[src/rtl/lpsr_pkg.sv]
/*
 * Package of the light and proximity sensor register bank: offsets, fields, reset values, modes.
 * Assumes a single clock domain and a byte-wide register access port from an I2C slave engine.
 */
package lpsr_pkg;
	// ****************************************
	// Register offsets
	// ****************************************
	localparam logic [7:0] OFS_FLAGS = 8'h00;
	localparam logic [7:0] OFS_MAIN = 8'h01;
	localparam logic [7:0] OFS_RXCFG = 8'h02;
	localparam logic [7:0] OFS_TXCFG = 8'h03;
	localparam logic [7:0] OFS_AMB_HI = 8'h04;
	localparam logic [7:0] OFS_AMB_LO = 8'h05;
	localparam logic [7:0] OFS_UP_HI = 8'h06;
	localparam logic [7:0] OFS_UP_LO = 8'h07;
	localparam logic [7:0] OFS_LO_HI = 8'h08;
	localparam logic [7:0] OFS_LO_LO = 8'h09;
	localparam logic [7:0] OFS_PERSIST = 8'h0a;
	localparam logic [7:0] OFS_PDIR = 8'h0b;
	localparam logic [7:0] OFS_PLIMIT = 8'h0c;
	localparam logic [7:0] OFS_GTRIM = 8'h0f;
	localparam logic [7:0] OFS_ITRIM = 8'h10;
	localparam logic [7:0] OFS_PROX = 8'h16;
	// ****************************************
	// Reset values
	// ****************************************
	localparam logic [7:0] RST_FLAGS = 8'h04;
	localparam logic [7:0] RST_MAIN = 8'h24;
	localparam logic [7:0] RST_ZERO = 8'h00;
	localparam logic [7:0] RST_TRIM = 8'h80;
	// ****************************************
	// Field positions
	// ****************************************
	localparam int BIT_PWR = 2;
	localparam int BIT_NEAR = 1;
	localparam int BIT_AMB = 0;
	localparam int BIT_TRIM_SEL = 5;
	localparam int MODE_LSB = 2;
	localparam int BIT_ABOVE = 6;
	localparam int PPST_LSB = 2;
	localparam int LED_STEP_MA = 10;
	localparam int LED_MAX_MA = 110;
	localparam logic [3:0] LED_CODE_MAX = 4'(LED_MAX_MA / LED_STEP_MA);
	// ****************************************
	// Modes
	// ****************************************
	typedef enum logic [2:0] {
		LPSR_SHUTDOWN = 3'h0,
		LPSR_AMB_DIFF = 3'h1,
		LPSR_AMB_GREEN = 3'h2,
		LPSR_AMB_IR = 3'h3,
		LPSR_INTERLEAVE = 3'h4,
		LPSR_PROX_ONLY = 3'h5
	} lpsr_mode_t;
endpackage

[src/rtl/lpsr_cfg_if.sv]
/*
 * Interface carrying decoded configuration from the register bank to the persist checker.
 * Assumes both ends share the register bank clock.
 */
`timescale 1ns/100ps
interface lpsr_cfg_if;
	logic amb_en;
	logic near_en;
	logic [1:0] amb_persist;
	logic [1:0] near_persist;
	logic [13:0] upper;
	logic [13:0] lower;
	logic [7:0] near_limit;
	logic near_below;
	modport bank (output amb_en, near_en, amb_persist, near_persist, upper, lower, near_limit, near_below);
	modport chk (input amb_en, near_en, amb_persist, near_persist, upper, lower, near_limit, near_below);
endinterface

[src/rtl/lpsr_regs.sv]
/*
 * Register bank and interrupt logic of an ambient light and proximity sensor.
 * Assumes an I2C slave engine giving byte write and read strobes, and a front end giving results.
 */
// Overview of operation
// - LED pulse current is the 4-bit drive code times 10 mA, capped at 110 mA.
// - One LED pulse per proximity measurement, with ambient rejection sampled alongside.
// - Status register at zero is read-only: power-up bit2, near bit1, ambient bit0.
// - Power-on reset sets the power-up flag, thresholds revert to defaults.
// - Any set status flag pulls the active-low interrupt line low.
// - On first revision the power-up flag does not drive the interrupt line.
// - Reading the status register clears all flags but one set by an event in the read cycle; with none left the line releases.
// - Ambient or near flag is held clear while its enable bit is zero.
// - Ambient flag sets after persist-exceeding window violations or on overflow.
// - Near flag sets when the reading passes the limit in the selected direction beyond the persist count.
// - Ambient result is 14 bits read-only: overflow plus bits 13:8, then 7:0.
// - Proximity result is one read-only byte at offset 0x16.
// - Ambient upper and lower limits are 14-bit read/write split high then low.
// - Main configuration holds trim select, mode and both interrupt enables, reset 0x24.
// - Transmit configuration holds LED drive code and resets to zero.
// - Mode decode: shutdown, three ambient modes, interleaved, proximity only, two reserved.
// - With enable low the channel skips comparison; with it high events set flags.
// - Trim select zero applies user gain trims; one applies factory gains.
`timescale 1ns/100ps
module lpsr_regs #(
	parameter bit FIRST_REV = 1'b0,
	parameter logic [7:0] FACTORY_GREEN = 8'h80,
	parameter logic [7:0] FACTORY_IR = 8'h80
) (
	input wire logic clk_in,
	input wire logic sys_rst_in,
	input wire logic reg_wr_in,
	input wire logic reg_rd_in,
	input wire logic [7:0] reg_addr_in,
	input wire logic [7:0] reg_wdata_in,
	output logic [7:0] reg_rdata_out,
	input wire logic amb_valid_in,
	input wire logic [13:0] amb_data_in,
	input wire logic amb_ovf_in,
	input wire logic near_valid_in,
	input wire logic [7:0] near_data_in,
	input wire logic meas_start_in,
	output logic led_pulse_out,
	output logic reject_sample_out,
	output logic [6:0] led_current_ma_out,
	output logic amb_run_out,
	output logic near_run_out,
	output logic [1:0] amb_source_out,
	output logic [7:0] green_gain_out,
	output logic [7:0] ir_gain_out,
	output logic [3:0] ambient_integration_time_out,
	output logic irq_n_out,
	output logic irq_oe_n_out
);
	logic [2:0] flags_q;
	logic [7:0] main_q;
	logic [7:0] rxcfg_q;
	logic [3:0] led_current_code_q;
	logic [14:0] amb_res_q;
	logic [7:0] prox_res_q;
	logic [13:0] up_q;
	logic [13:0] lo_q;
	logic [3:0] persist_q;
	logic near_below_q;
	logic [7:0] plimit_q;
	logic [7:0] gtrim_q;
	logic [7:0] itrim_q;
	logic amb_event;
	logic near_event;
	logic flags_rd;
	logic irq_active;
	logic [2:0] mode;
	lpsr_cfg_if cfg_if ();
	// ****************************************
	// Elaboration checks
	// ****************************************
	// The current output is seven bits wide, so the top step must stay below 128 mA.
	if (int'(lpsr_pkg::LED_CODE_MAX) * lpsr_pkg::LED_STEP_MA > 127) begin : g_led_range
		$error("led current range exceeds its output");
	end
	// ****************************************
	// Checker link
	// ****************************************
	assign cfg_if.amb_en = main_q[lpsr_pkg::BIT_AMB];
	assign cfg_if.near_en = main_q[lpsr_pkg::BIT_NEAR];
	assign cfg_if.amb_persist = persist_q[1:0];
	assign cfg_if.near_persist = persist_q[3:2];
	assign cfg_if.upper = up_q;
	assign cfg_if.lower = lo_q;
	assign cfg_if.near_limit = plimit_q;
	assign cfg_if.near_below = near_below_q;
	lpsr_persist u_persist (
		.clk_in(clk_in),
		.sys_rst_in(sys_rst_in),
		.cfg(cfg_if),
		.amb_valid_in(amb_valid_in & amb_run_out),
		.amb_data_in(amb_data_in),
		.amb_ovf_in(amb_ovf_in),
		.near_valid_in(near_valid_in & near_run_out),
		.near_data_in(near_data_in),
		.amb_event_out(amb_event),
		.near_event_out(near_event)
	);
	assign flags_rd = reg_rd_in && (reg_addr_in == lpsr_pkg::OFS_FLAGS);
	// ****************************************
	// Status flags
	// ****************************************
	// Set beats the read-clear so an event in the read cycle is kept.
	always_ff @(posedge clk_in) begin
		if (sys_rst_in) begin
			flags_q <= lpsr_pkg::RST_FLAGS[2:0];
		end else begin
			if (flags_rd) begin
				flags_q <= 3'h0;
			end
			if (!main_q[lpsr_pkg::BIT_AMB]) begin
				flags_q[lpsr_pkg::BIT_AMB] <= 1'b0;
			end else if (amb_event) begin
				flags_q[lpsr_pkg::BIT_AMB] <= 1'b1;
			end
			if (!main_q[lpsr_pkg::BIT_NEAR]) begin
				flags_q[lpsr_pkg::BIT_NEAR] <= 1'b0;
			end else if (near_event) begin
				flags_q[lpsr_pkg::BIT_NEAR] <= 1'b1;
			end
		end
	end
	// ****************************************
	// Interrupt pin
	// ****************************************
	assign irq_active = flags_q[lpsr_pkg::BIT_AMB] || flags_q[lpsr_pkg::BIT_NEAR]
		|| (flags_q[lpsr_pkg::BIT_PWR] && !FIRST_REV);
	// Open drain: output always low, enable low only while pulling.
	assign irq_n_out = 1'b0;
	assign irq_oe_n_out = !irq_active;
	// ****************************************
	// Writable registers
	// ****************************************
	always_ff @(posedge clk_in) begin
		if (sys_rst_in) begin
			main_q <= lpsr_pkg::RST_MAIN;
			rxcfg_q <= lpsr_pkg::RST_ZERO;
			led_current_code_q <= lpsr_pkg::RST_ZERO[3:0];
			up_q <= {lpsr_pkg::RST_ZERO[5:0], lpsr_pkg::RST_ZERO};
			lo_q <= {lpsr_pkg::RST_ZERO[5:0], lpsr_pkg::RST_ZERO};
			persist_q <= lpsr_pkg::RST_ZERO[3:0];
			near_below_q <= 1'b0;
			plimit_q <= lpsr_pkg::RST_ZERO;
			gtrim_q <= lpsr_pkg::RST_TRIM;
			itrim_q <= lpsr_pkg::RST_TRIM;
		end else if (reg_wr_in) begin
			case (reg_addr_in)
				lpsr_pkg::OFS_MAIN: main_q <= {2'h0, reg_wdata_in[5:0]};
				lpsr_pkg::OFS_RXCFG: rxcfg_q <= {4'h0, reg_wdata_in[3:0]};
				lpsr_pkg::OFS_TXCFG: led_current_code_q <= reg_wdata_in[3:0];
				lpsr_pkg::OFS_UP_HI: up_q[13:8] <= reg_wdata_in[5:0];
				lpsr_pkg::OFS_UP_LO: up_q[7:0] <= reg_wdata_in;
				lpsr_pkg::OFS_LO_HI: lo_q[13:8] <= reg_wdata_in[5:0];
				lpsr_pkg::OFS_LO_LO: lo_q[7:0] <= reg_wdata_in;
				lpsr_pkg::OFS_PERSIST: persist_q <= reg_wdata_in[3:0];
				lpsr_pkg::OFS_PDIR: near_below_q <= reg_wdata_in[lpsr_pkg::BIT_ABOVE];
				lpsr_pkg::OFS_PLIMIT: plimit_q <= reg_wdata_in;
				lpsr_pkg::OFS_GTRIM: gtrim_q <= reg_wdata_in;
				lpsr_pkg::OFS_ITRIM: itrim_q <= reg_wdata_in;
				default: ;
			endcase
		end
	end
	// ****************************************
	// Result capture
	// ****************************************
	always_ff @(posedge clk_in) begin
		if (sys_rst_in) begin
			amb_res_q <= 15'h0000;
			prox_res_q <= lpsr_pkg::RST_ZERO;
		end else begin
			if (amb_valid_in && amb_run_out) begin
				amb_res_q <= {amb_ovf_in, amb_data_in};
			end
			if (near_valid_in && near_run_out) begin
				prox_res_q <= near_data_in;
			end
		end
	end
	// ****************************************
	// Read mux
	// ****************************************
	always_ff @(posedge clk_in) begin
		if (sys_rst_in) begin
			reg_rdata_out <= 8'h00;
		end else if (reg_rd_in) begin
			case (reg_addr_in)
				lpsr_pkg::OFS_FLAGS: reg_rdata_out <= {5'h00, flags_q};
				lpsr_pkg::OFS_MAIN: reg_rdata_out <= main_q;
				lpsr_pkg::OFS_RXCFG: reg_rdata_out <= rxcfg_q;
				lpsr_pkg::OFS_TXCFG: reg_rdata_out <= {4'h0, led_current_code_q};
				lpsr_pkg::OFS_AMB_HI: reg_rdata_out <= {1'b0, amb_res_q[14:8]};
				lpsr_pkg::OFS_AMB_LO: reg_rdata_out <= amb_res_q[7:0];
				lpsr_pkg::OFS_UP_HI: reg_rdata_out <= {2'h0, up_q[13:8]};
				lpsr_pkg::OFS_UP_LO: reg_rdata_out <= up_q[7:0];
				lpsr_pkg::OFS_LO_HI: reg_rdata_out <= {2'h0, lo_q[13:8]};
				lpsr_pkg::OFS_LO_LO: reg_rdata_out <= lo_q[7:0];
				lpsr_pkg::OFS_PERSIST: reg_rdata_out <= {4'h0, persist_q};
				lpsr_pkg::OFS_PDIR: reg_rdata_out <= 8'(near_below_q) << lpsr_pkg::BIT_ABOVE;
				lpsr_pkg::OFS_PLIMIT: reg_rdata_out <= plimit_q;
				lpsr_pkg::OFS_GTRIM: reg_rdata_out <= gtrim_q;
				lpsr_pkg::OFS_ITRIM: reg_rdata_out <= itrim_q;
				lpsr_pkg::OFS_PROX: reg_rdata_out <= prox_res_q;
				default: reg_rdata_out <= 8'h00;
			endcase
		end
	end
	// ****************************************
	// Mode, gain and LED control
	// ****************************************
	assign mode = main_q[lpsr_pkg::MODE_LSB +: 3];
	always_comb begin
		amb_run_out = 1'b0;
		near_run_out = 1'b0;
		amb_source_out = 2'h0;
		case (mode)
			lpsr_pkg::LPSR_AMB_DIFF: begin
				amb_run_out = 1'b1;
			end
			lpsr_pkg::LPSR_AMB_GREEN: begin
				amb_run_out = 1'b1;
				amb_source_out = 2'h1;
			end
			lpsr_pkg::LPSR_AMB_IR: begin
				amb_run_out = 1'b1;
				amb_source_out = 2'h2;
			end
			lpsr_pkg::LPSR_INTERLEAVE: begin
				amb_run_out = 1'b1;
				near_run_out = 1'b1;
			end
			lpsr_pkg::LPSR_PROX_ONLY: begin
				near_run_out = 1'b1;
			end
			default: begin
				amb_run_out = 1'b0;
			end
		endcase
	end
	always_ff @(posedge clk_in) begin
		if (sys_rst_in) begin
			green_gain_out <= lpsr_pkg::RST_TRIM;
			ir_gain_out <= lpsr_pkg::RST_TRIM;
			ambient_integration_time_out <= 4'h0;
			led_current_ma_out <= 7'h00;
		end else begin
			green_gain_out <= main_q[lpsr_pkg::BIT_TRIM_SEL] ? FACTORY_GREEN : gtrim_q;
			ir_gain_out <= main_q[lpsr_pkg::BIT_TRIM_SEL] ? FACTORY_IR : itrim_q;
			ambient_integration_time_out <= rxcfg_q[3:0];
			// Codes above the top step saturate so the driver is never asked beyond its range.
			led_current_ma_out <= 7'(((led_current_code_q > lpsr_pkg::LED_CODE_MAX) ? lpsr_pkg::LED_CODE_MAX
				: led_current_code_q) * lpsr_pkg::LED_STEP_MA);
		end
	end
	// A request that lands while a pulse stands is dropped, so each measurement gets one pulse only.
	function automatic logic pulse_req(input logic start, input logic run, input logic busy);
		return start && run && !busy;
	endfunction
	// Single pulse per measurement, rejection sampled in the same cycle.
	always_ff @(posedge clk_in) begin
		if (sys_rst_in) begin
			led_pulse_out <= 1'b0;
			reject_sample_out <= 1'b0;
		end else begin
			led_pulse_out <= pulse_req(meas_start_in, near_run_out, led_pulse_out);
			reject_sample_out <= pulse_req(meas_start_in, near_run_out, led_pulse_out);
		end
	end
	// ****************************************
	// Checks
	// ****************************************
	a_read_clears: assert property (@(posedge clk_in) disable iff (sys_rst_in)
		(flags_rd && !amb_event && !near_event) |=> flags_q == 3'h0) else $error("read did not clear");
	a_set_beats_clear: assert property (@(posedge clk_in) disable iff (sys_rst_in)
		(flags_rd && amb_event && main_q[0]) |=> flags_q[0]) else $error("event lost on read");
	a_flag_enable: assert property (@(posedge clk_in) disable iff (sys_rst_in)
		!main_q[0] |=> !flags_q[0]) else $error("ambient flag while disabled");
	a_near_enable: assert property (@(posedge clk_in) disable iff (sys_rst_in)
		!main_q[lpsr_pkg::BIT_NEAR] |=> !flags_q[lpsr_pkg::BIT_NEAR]) else $error("near flag while disabled");
	a_irq_follow: assert property (@(posedge clk_in) disable iff (sys_rst_in)
		(flags_q[1:0] != 2'h0) |-> !irq_oe_n_out) else $error("irq not pulled");
	a_irq_release: assert property (@(posedge clk_in) disable iff (sys_rst_in)
		(flags_q == 3'h0) |-> irq_oe_n_out) else $error("irq held without flag");
	a_pwr_rev: assert property (@(posedge clk_in) disable iff (sys_rst_in)
		(FIRST_REV && flags_q[1:0] == 2'h0) |-> irq_oe_n_out) else $error("power flag drove irq");
	a_reset_flags: assert property (@(posedge clk_in)
		$fell(sys_rst_in) |-> flags_q == 3'h4) else $error("power flag not set");
	a_led_scale: assert property (@(posedge clk_in) disable iff (sys_rst_in)
		(led_current_code_q == 4'h3) |=> led_current_ma_out == 7'd30) else $error("led current wrong");
	a_trim_factory: assert property (@(posedge clk_in) disable iff (sys_rst_in)
		main_q[5] |=> green_gain_out == FACTORY_GREEN) else $error("user trim used");
	a_prox_mode: assert property (@(posedge clk_in) disable iff (sys_rst_in)
		(mode == 3'h1) |-> !near_run_out) else $error("near runs in ambient mode");
	a_near_runs: assert property (@(posedge clk_in) disable iff (sys_rst_in)
		(mode == 3'h5) |-> (near_run_out && !amb_run_out)) else $error("proximity only mode wrong");
	a_pulse_single: assert property (@(posedge clk_in) disable iff (sys_rst_in)
		led_pulse_out |=> !led_pulse_out) else $error("second led pulse");
	a_pulse_reject: assert property (@(posedge clk_in) disable iff (sys_rst_in)
		led_pulse_out == reject_sample_out) else $error("rejection not with pulse");
	c_flag_read: cover property (@(posedge clk_in) flags_rd && flags_q[1]);
	c_amb_set: cover property (@(posedge clk_in) amb_event && main_q[0]);
	c_led: cover property (@(posedge clk_in) led_pulse_out);
	c_near_set: cover property (@(posedge clk_in) near_event && main_q[lpsr_pkg::BIT_NEAR]);
	c_overflow: cover property (@(posedge clk_in) amb_valid_in && amb_ovf_in && amb_run_out);
endmodule

[src/rtl/lpsr_persist.sv]
/*
 * Threshold and persist checker: turns conversion results into one-cycle flag-set events.
 * Assumes result valid strobes are one cycle wide and come from the front-end sequencer.
 */
`timescale 1ns/100ps
module lpsr_persist (
	input wire logic clk_in,
	input wire logic sys_rst_in,
	lpsr_cfg_if.chk cfg,
	input wire logic amb_valid_in,
	input wire logic [13:0] amb_data_in,
	input wire logic amb_ovf_in,
	input wire logic near_valid_in,
	input wire logic [7:0] near_data_in,
	output logic amb_event_out,
	output logic near_event_out
);
	logic [2:0] amb_cnt_q;
	logic [2:0] near_cnt_q;
	logic amb_out;
	logic near_out;
	// ****************************************
	// Limit checks
	// ****************************************
	assign amb_out = (amb_data_in > cfg.upper) || (amb_data_in < cfg.lower);
	// Direction select lets the near channel fire on falling below the limit instead.
	assign near_out = cfg.near_below ? (near_data_in < cfg.near_limit) : (near_data_in > cfg.near_limit);
	// ****************************************
	// Ambient persist
	// ****************************************
	always_ff @(posedge clk_in) begin
		amb_event_out <= 1'b0;
		if (sys_rst_in || !cfg.amb_en) begin
			amb_cnt_q <= 3'h0;
		end else if (amb_valid_in) begin
			if (amb_ovf_in) begin
				amb_event_out <= 1'b1;
			end
			if (!amb_out) begin
				amb_cnt_q <= 3'h0;
			end else if (amb_cnt_q > {1'b0, cfg.amb_persist}) begin
				amb_event_out <= 1'b1;
			end else begin
				amb_cnt_q <= amb_cnt_q + 3'h1;
				if (amb_cnt_q == {1'b0, cfg.amb_persist}) begin
					amb_event_out <= 1'b1;
				end
			end
		end
	end
	// ****************************************
	// Near persist
	// ****************************************
	always_ff @(posedge clk_in) begin
		near_event_out <= 1'b0;
		if (sys_rst_in || !cfg.near_en) begin
			near_cnt_q <= 3'h0;
		end else if (near_valid_in) begin
			if (!near_out) begin
				near_cnt_q <= 3'h0;
			end else if (near_cnt_q >= {1'b0, cfg.near_persist}) begin
				near_event_out <= 1'b1;
			end else begin
				near_cnt_q <= near_cnt_q + 3'h1;
			end
		end
	end
	a_amb_off_quiet: assert property (@(posedge clk_in) disable iff (sys_rst_in)
		!cfg.amb_en |=> !amb_event_out) else $error("ambient event while disabled");
	a_near_count_reset: assert property (@(posedge clk_in) disable iff (sys_rst_in)
		(near_valid_in && !near_out && cfg.near_en) |=> near_cnt_q == 3'h0) else $error("near count kept");
endmodule

[config.mk]
export PLATFORM = sky130hd
export DESIGN_NAME = lpsr_regs
export DESIGN_NICKNAME = d
export VERILOG_FILES = /design/src/rtl/lpsr_pkg.sv /design/src/rtl/lpsr_cfg_if.sv /design/src/rtl/lpsr_regs.sv /design/src/rtl/lpsr_persist.sv
export SDC_FILE = /design/constraint.sdc
export NUM_CORES = 1
export LEC_CHECK = 0
export ABC_AREA = 1
export BUFFER_PORTS_ARGS = -buffer_cell sky130_fd_sc_hd__buf_2
export CAP_MARGIN = 20
export CORE_MARGIN = 4
export CORE_UTILIZATION = 50
export CTS_CLUSTER_DIAMETER = 60
export DETAILED_ROUTE_END_ITERATION = 8
export GPL_ROUTABILITY_DRIVEN = 0
export MAX_ROUTING_LAYER = met4
export PLACE_DENSITY = 0.71
export SYNTH_ARGS = -nofsm -noshare
export SYNTH_HDL_FRONTEND = slang
export SYNTH_SLANG_ARGS = --single-unit
[constraint.sdc]
create_clock -name clk_in -period 1.95 [get_ports clk_in]
set_clock_uncertainty 0.05 [all_clocks]
set_input_delay 0 -clock clk_in [delete_from_list [all_inputs] [get_ports clk_in]]
set_output_delay 0 -clock clk_in [all_outputs]
set_load 0.01 [all_outputs]
# Word-level counts from Yosys, hierarchy flattened
# Cells that the tools add are included.
# W data, S select, Z words.
[totals]
in_bits = 46
ff_bits = 141
out_inout_bits = 43
elab_cells = 124
[op_classes]
n_lt_le_gt_ge = 7
n_addsub = 2
eq_ne = 23
n_reduce_logical = 38
multipliers = 1
n_mux = 18
bitwise_logic = 7
[ops]
columns = ["op", "count"]
rows = [
  ["$pmux W8 S16", 1],
  ["$eq A8 B4 Y1 const B", 6],
  ["$eq A8 B3 Y1 const B", 4],
  ["$reduce_and A2 Y1", 14],
  ["$eq A8 B2 Y1 const B", 2],
  ["$eq A8 B5 Y1 const B", 2],
  ["$gt A14 B14 Y1", 1],
  ["$lt A14 B14 Y1", 1],
  ["$mux W3", 4],
  ["$mux W1", 10],
  ["$reduce_or A2 Y1", 5],
  ["$eq A8 B1 Y1 const B", 1],
  ["$gt A8 B8 Y1", 1],
  ["$logic_not A8 Y1", 1],
  ["$lt A8 B8 Y1", 1],
  ["$add A3 B1 Y3 const B", 2],
  ["$eq A3 B2 Y1 const B", 2],
  ["$eq A3 B3 Y1 const B", 2],
  ["$mul A4 B3 Y6 const B", 1],
  ["$logic_and A1 B1 Y1", 5],
  ["$logic_or A1 B1 Y1", 5],
  ["$not A1 Y1", 5],
  ["$gt A4 B4 Y1 const B", 1],
  ["$logic_not A1 Y1", 4],
  ["12 further kinds", 15],
]

# Logic depth before layout (Yosys ltp)
[depth]
ltp_word = 6
mapped_depth = 15
depth_no_buf = 15

# Hierarchy
# From an unflattened synthesis, not the netlist that was laid out.
[unflattened]
hier_cells = 1034
area_unflattened_um2 = 7168.1
[by_module_without_submodules]
columns = ["module", "area_per_inst_um2", "seq_area_each_um2", "cells_each", "instances"]
rows = [
  ["lpsr_regs", 5690.5, 2642.5, 799, 1],
  ["lpsr_persist", 1477.7, 160.2, 235, 1],
]

# Worst setup path before layout
# OpenSTA, ideal clock, no wires.
[synth_path]
path_type = "register to register"
startpoint = "register up_q[13] (netlist: cfg_if.upper[13])"
endpoint = "register u_persist.amb_cnt_q[0]"
t_arrival_ns = 1.525
setup_ns = 0.115
synth_period_minus_slack_ns = 1.690
path_stages_with_launch = 14
slack_ns = 0.260
required_ns = 1.785
path_buffers = 0
path_cell_list = "dfxtp_1 inv_1 ha_1 nand2_1 nor2_1 inv_1 nor2_1 nand2_1 nand2_1 nand2_1 nand2_1 nand2_1 a21oi_1 nor2_1"
[synth_via]
elab_chain_len = 4
word_cells_on_any_way = 5
classes_between = "order compare (1); eq/ne (1); mux (1); reduce/logical (2)"
[synth_lines]
columns = ["element", "line_no", "rtl"]
rows = [
  ["start, declared", "lpsr_regs.sv:61", "logic [13:0] up_q;"],
  ["start signal, assigned", "lpsr_regs.sv:144", "up_q <= {lpsr_pkg::RST_ZERO[5:0], lpsr_pkg::RST_ZERO};"],
  ["start signal, assigned", "lpsr_regs.sv:156", "lpsr_pkg::OFS_UP_HI: up_q[13:8] <= reg_wdata_in[5:0];"],
  ["$gt A14 B14 Y1 *", "lpsr_persist.sv:25", "assign amb_out = (amb_data_in > cfg.upper) || (amb_data_in < cfg.lower);"],
  ["$logic_or A1 B1 Y1 *", "lpsr_persist.sv:25", ""],
  ["$ne A2 B2 Y1 (no line)", "-", ""],
  ["$reduce_and A2 Y1 (no line)", "-", ""],
  ["end signal, assigned", "lpsr_persist.sv:44", "amb_cnt_q <= amb_cnt_q + 3'h1;"],
  ["end, declared", "lpsr_persist.sv:18", "logic [2:0] amb_cnt_q;"],
]
# Mark *: on every way between the ends. The rest lies on a longest branch, timed or not.
# A chain may end at the register's enable or synchronous reset.

# Worst setup path after layout
[layout_path]
startpoint = "register main_q[3]"
endpoint = "register prox_res_q[3]"
[layout_via]
elab_chain_len = 4
word_cells_on_any_way = 5
classes_between = "eq/ne (2); mux (1); reduce/logical (2)"
[layout_lines]
columns = ["element", "line_no", "rtl"]
rows = [
  ["start, declared", "lpsr_regs.sv:56", "logic [7:0] main_q;"],
  ["start signal, assigned", "lpsr_regs.sv:141", "main_q <= lpsr_pkg::RST_MAIN;"],
  ["start signal, assigned", "lpsr_regs.sv:153", "lpsr_pkg::OFS_MAIN: main_q <= {2'h0, reg_wdata_in[5:0]};"],
  ["$eq A3 B3 Y1", "lpsr_regs.sv:221", "case (mode)"],
  ["$reduce_or A2 Y1 (no line) *", "-", ""],
  ["$mux W1 *", "lpsr_regs.sv:221", ""],
  ["$logic_and A1 B1 Y1 *", "lpsr_regs.sv:180", "if (near_valid_in && near_run_out) begin"],
  ["end signal, assigned", "lpsr_regs.sv:175", "prox_res_q <= lpsr_pkg::RST_ZERO;"],
  ["end signal, assigned", "lpsr_regs.sv:181", "prox_res_q <= near_data_in;"],
  ["end, declared", "lpsr_regs.sv:60", "logic [7:0] prox_res_q;"],
]
# Marks and branches as above.

==> metrics.md <==
| Metric | Value |
|---|---|
| Power share of the clock group | 0.474 |
| VDD IR max | 0.000551 V |
| Clock Tree Root | clkbuf_16 |
| Switch share | 0.232 |
| Seq pwr share | 0.448 |
| Core Rows | 42 |
| Pwr/cell area | 760 mW/mm2 |
| Slew headroom | 0.659 |
| Initial core utilization | 0.516 |
| CP arrival | 2.13 ns |
| CP Capture Type | flop |
| CTS tree | done |
| Period utilization | 0.933 |
| Total die area | 0.0157 mm2 |
| Crit Path Class | flop to flop |
| Flops & latches, synth | 140 |
| Total leakage power | 3.69 nW |
| CP Launch Type | flop |
| Clk sinks | 140 |
| Total CTS buffers | 17 |
| Dpl hpwl | 14,500 um |
| Routed vias | 6,614 |
| Clock buffer depth | 2 |
| Avg WL per Cell | 15.9 um |
| First-pass GRT wire length | 31,800 um |
| Port-buffer cells | 86 |
| Area delta synth->final | 23.9% |
| Ys Warns | 0 |
| Pins Over Slew Limit | 0 |
| Worst reg2reg path startpoint | main_q[3]$_SDFFE_PP0P_ |
| Max_cap viols | 0 |
| Hold Crit Class | input pin to flop |
| Nets | 1,161 |
| FF-to-FF End | prox_res_q[3]$_SDFFE_PP0P_ |
| Global route total overflow | 0 |
| Worst-skew pair later-pin latency | 0.42 ns |
| CP startpoint | main_q[3]$_SDFFE_PP0P_ |
| H-tree levels | 4 |
| Syn_area_per_cell | 7.34 um2 |
| Residual DRC | 0 |
| Ant. Diodes | 0 |
| Worst reg2reg setup slack | 0.13 ns |
| # setup viols final | 0 |
| ANT nets after route | 0 |
| Status | complete, no violations |
| Worst Max-Slew Pin Slew | 0.510 ns |
| Initial antenna violation count | 0 |
| Vias in the first global route | 6,260 |
| Share of cells above drive strength 1 | 0.162 |
| Die X | 125 um |
| Netlist cell types | 37 |
| Mapped Area | 0.00689 mm2 |
| All-Layer GR Usage | 0.259 |
| NetSw | 1.51 mW |
| Wirelength, routed | 20,000 um |
| Post-layout util | 0.640 |
| Largest net degree at the start of global routing | 74 |
| Combinational Power Share | 0.078 |
| Initial DRC Count | 428 |
| Critical Path Sink | prox_res_q[3]$_SDFFE_PP0P_ |
| Reg2reg path depth | 7 |
| Sequential area share after synthesis | 0.407 |
| Core area | 0.0133 mm2 |
| Clk slew on worst S/H paths | 0.06 ns |
| P_int | 4.98 mW |
| Syn Inst Count | 939 |
| Die height | 125 um |
| I/O pin count | 89 |
| Endpoints failing hold | 0 |
| F_max | 0.550 GHz |
| Drt first pass iters | 5 |
| Worst EP required | 2.26 ns |
| Setup TNS | 0 ns |
| Fin crit period | 1.82 ns |
| Pwr Total | 6.49 mW |
| Via/cell ratio | 5.25 |
| CP max FO | 12 |
registers in the layout, indices dropped and copies added, names as in the netlist, 6 cells and up:
name                cells
amb_res_q              15
ir_gain_out             8
green_gain_out          8
gtrim_q                 8
led_current_ma_out      6
itrim_q                 8
reg_rdata_out           8
prox_res_q              8
main_q                  6
cfg_if.near_limit       8
cfg_if.upper           14
cfg_if.lower           14
cell usage after synthesis, drive strengths merged:
cell      n  area, um2
nor2    113        494
o211ai    4       30.0
inv     126        473
o31ai     1       7.51
nand2   139        542
nor4      1       21.3
a21oi   112        561
fa        1       20.0
o21a      1       7.51
dfxtp   140       2800
a21o      1       7.51
clkbuf   14       52.6
ha       44        551
o21bai    1       7.51
o21ai   102        510
nand3    84        438
clkinv    1       3.75
o22ai     2       12.5
nand4    15       93.8
conb      1       3.75
a22oi     1       12.5
xor2      3       26.3
buf      23        151
nor3      9       61.3
critical path, stage by stage (launching register included):
cell           delay, ns
dfxtp_1             0.40
nor2_2              0.07
buf_4               0.14
nand2_1             0.13
buf_6               0.17
nand2_1             0.07
a21oi_1             0.16
dlygate4sd3_1       0.56
layer usage:
metal	up-vias	wire (um)	track usage
met5	-	0	-
met4	0	365	0.0772
met3	26	1400	0.0618
met2	219	9610	0.423
met1	3005	8600	0.321
li1	3364	-	-
power groups by stage:
stage | logic, mW | registers [mW] | clock network, mW
2_1_floorplan | 0.258 | 2.96 | 0
3_3_place_gp | 0.420 | 2.97 | 0
3_5_place_dp | 0.425 | 2.97 | 0
4_1_cts | 0.486 | 2.90 | 3.11
5_1_grt | 0.556 | 2.91 | 3.24
6_report | 0.504 | 2.90 | 3.08
cells in the final DEF (no fill, tap or decap), drive strengths merged, types with 7 or more instances in the layout:
cell type / synthesis / routed
nor3: 9 / 9
buf: 23 / 106
inv: 126 / 127
nor2: 113 / 113
dfxtp: 140 / 140
nand2: 139 / 139
clkbuf: 14 / 23
nand3: 84 / 84
nand4: 15 / 15
dlygate4sd3: 0 / 42
clkinv: 1 / 7
o21ai: 102 / 102
ha: 44 / 44
a21oi: 112 / 112
cells by family (layout without fill, tap and decap cells):
kind of cell | Yosys count | count (layout) | synth area share
xor gates and xnor gates | 3 | 3 | 0.00381
other | 1 | 2 | 0.000544
AOI/OAI and AO/OA | 225 | 225 | 0.168
DFF | 140 | 140 | 0.407
and+or+nand+nor | 361 | 361 | 0.240
buffers and inverters | 164 | 307 | 0.0988
adders and majority gates | 45 | 45 | 0.0828
how the worst min path moves through the flow:
stage | cells past startpoint | endpoint | slack (ns) | start
finish | 5 | u_persist.near_cnt_q[2]$_SDFFE_PP0P_ | 0.04 | near_valid_in
global route | 4 | cfg_if.upper[0]$_SDFFE_PP0P_ | 0.06 | reg_wr_in
detailed placement | 3 | reject_sample_out$_SDFF_PP0_ | 0.19 | meas_start_in
floorplan | 2 | reject_sample_out$_SDFF_PP0_ | 0.08 | meas_start_in
CTS | 4 | prox_res_q[5]$_SDFFE_PP0P_ | 0.002 | near_valid_in
global placement | 3 | reject_sample_out$_SDFF_PP0_ | 0.18 | meas_start_in
through the flow:
step,setup slack [ns],hold WS [ns],std cells,cell area (um2)
5_1_grt,-0.0548,0.0557,1259,8540
3_3_place_gp,0.0683,0.180,1182,7490
2_1_floorplan,0.260,0.0753,940,6890
3_5_place_dp,-0.0172,0.189,1182,7490
6_report,0.131,0.0379,1259,8540
4_1_cts,0.0244,0.00152,1256,8470
final cells by class:
type	instances	area [um2]
fillers	1237	4810
multi-input cells	636	3450
flip-flops and latches	140	2800
repair buffers	148	1030
inverters	127	479
clock buffers	23	458
well taps	176	220
clock inverters	9	95.1
what timing repair did:
action                                 in CTS  in global routing
pin swaps                                   0                  3
setup buffers                               0                  3
gates resized for setup                     1                 13
endpoints found under the hold margin      86                  0
setup endpoints to repair                   1                 10
hold buffers                               42                  0
Note: power is estimated with default switching activity, not from simulation.
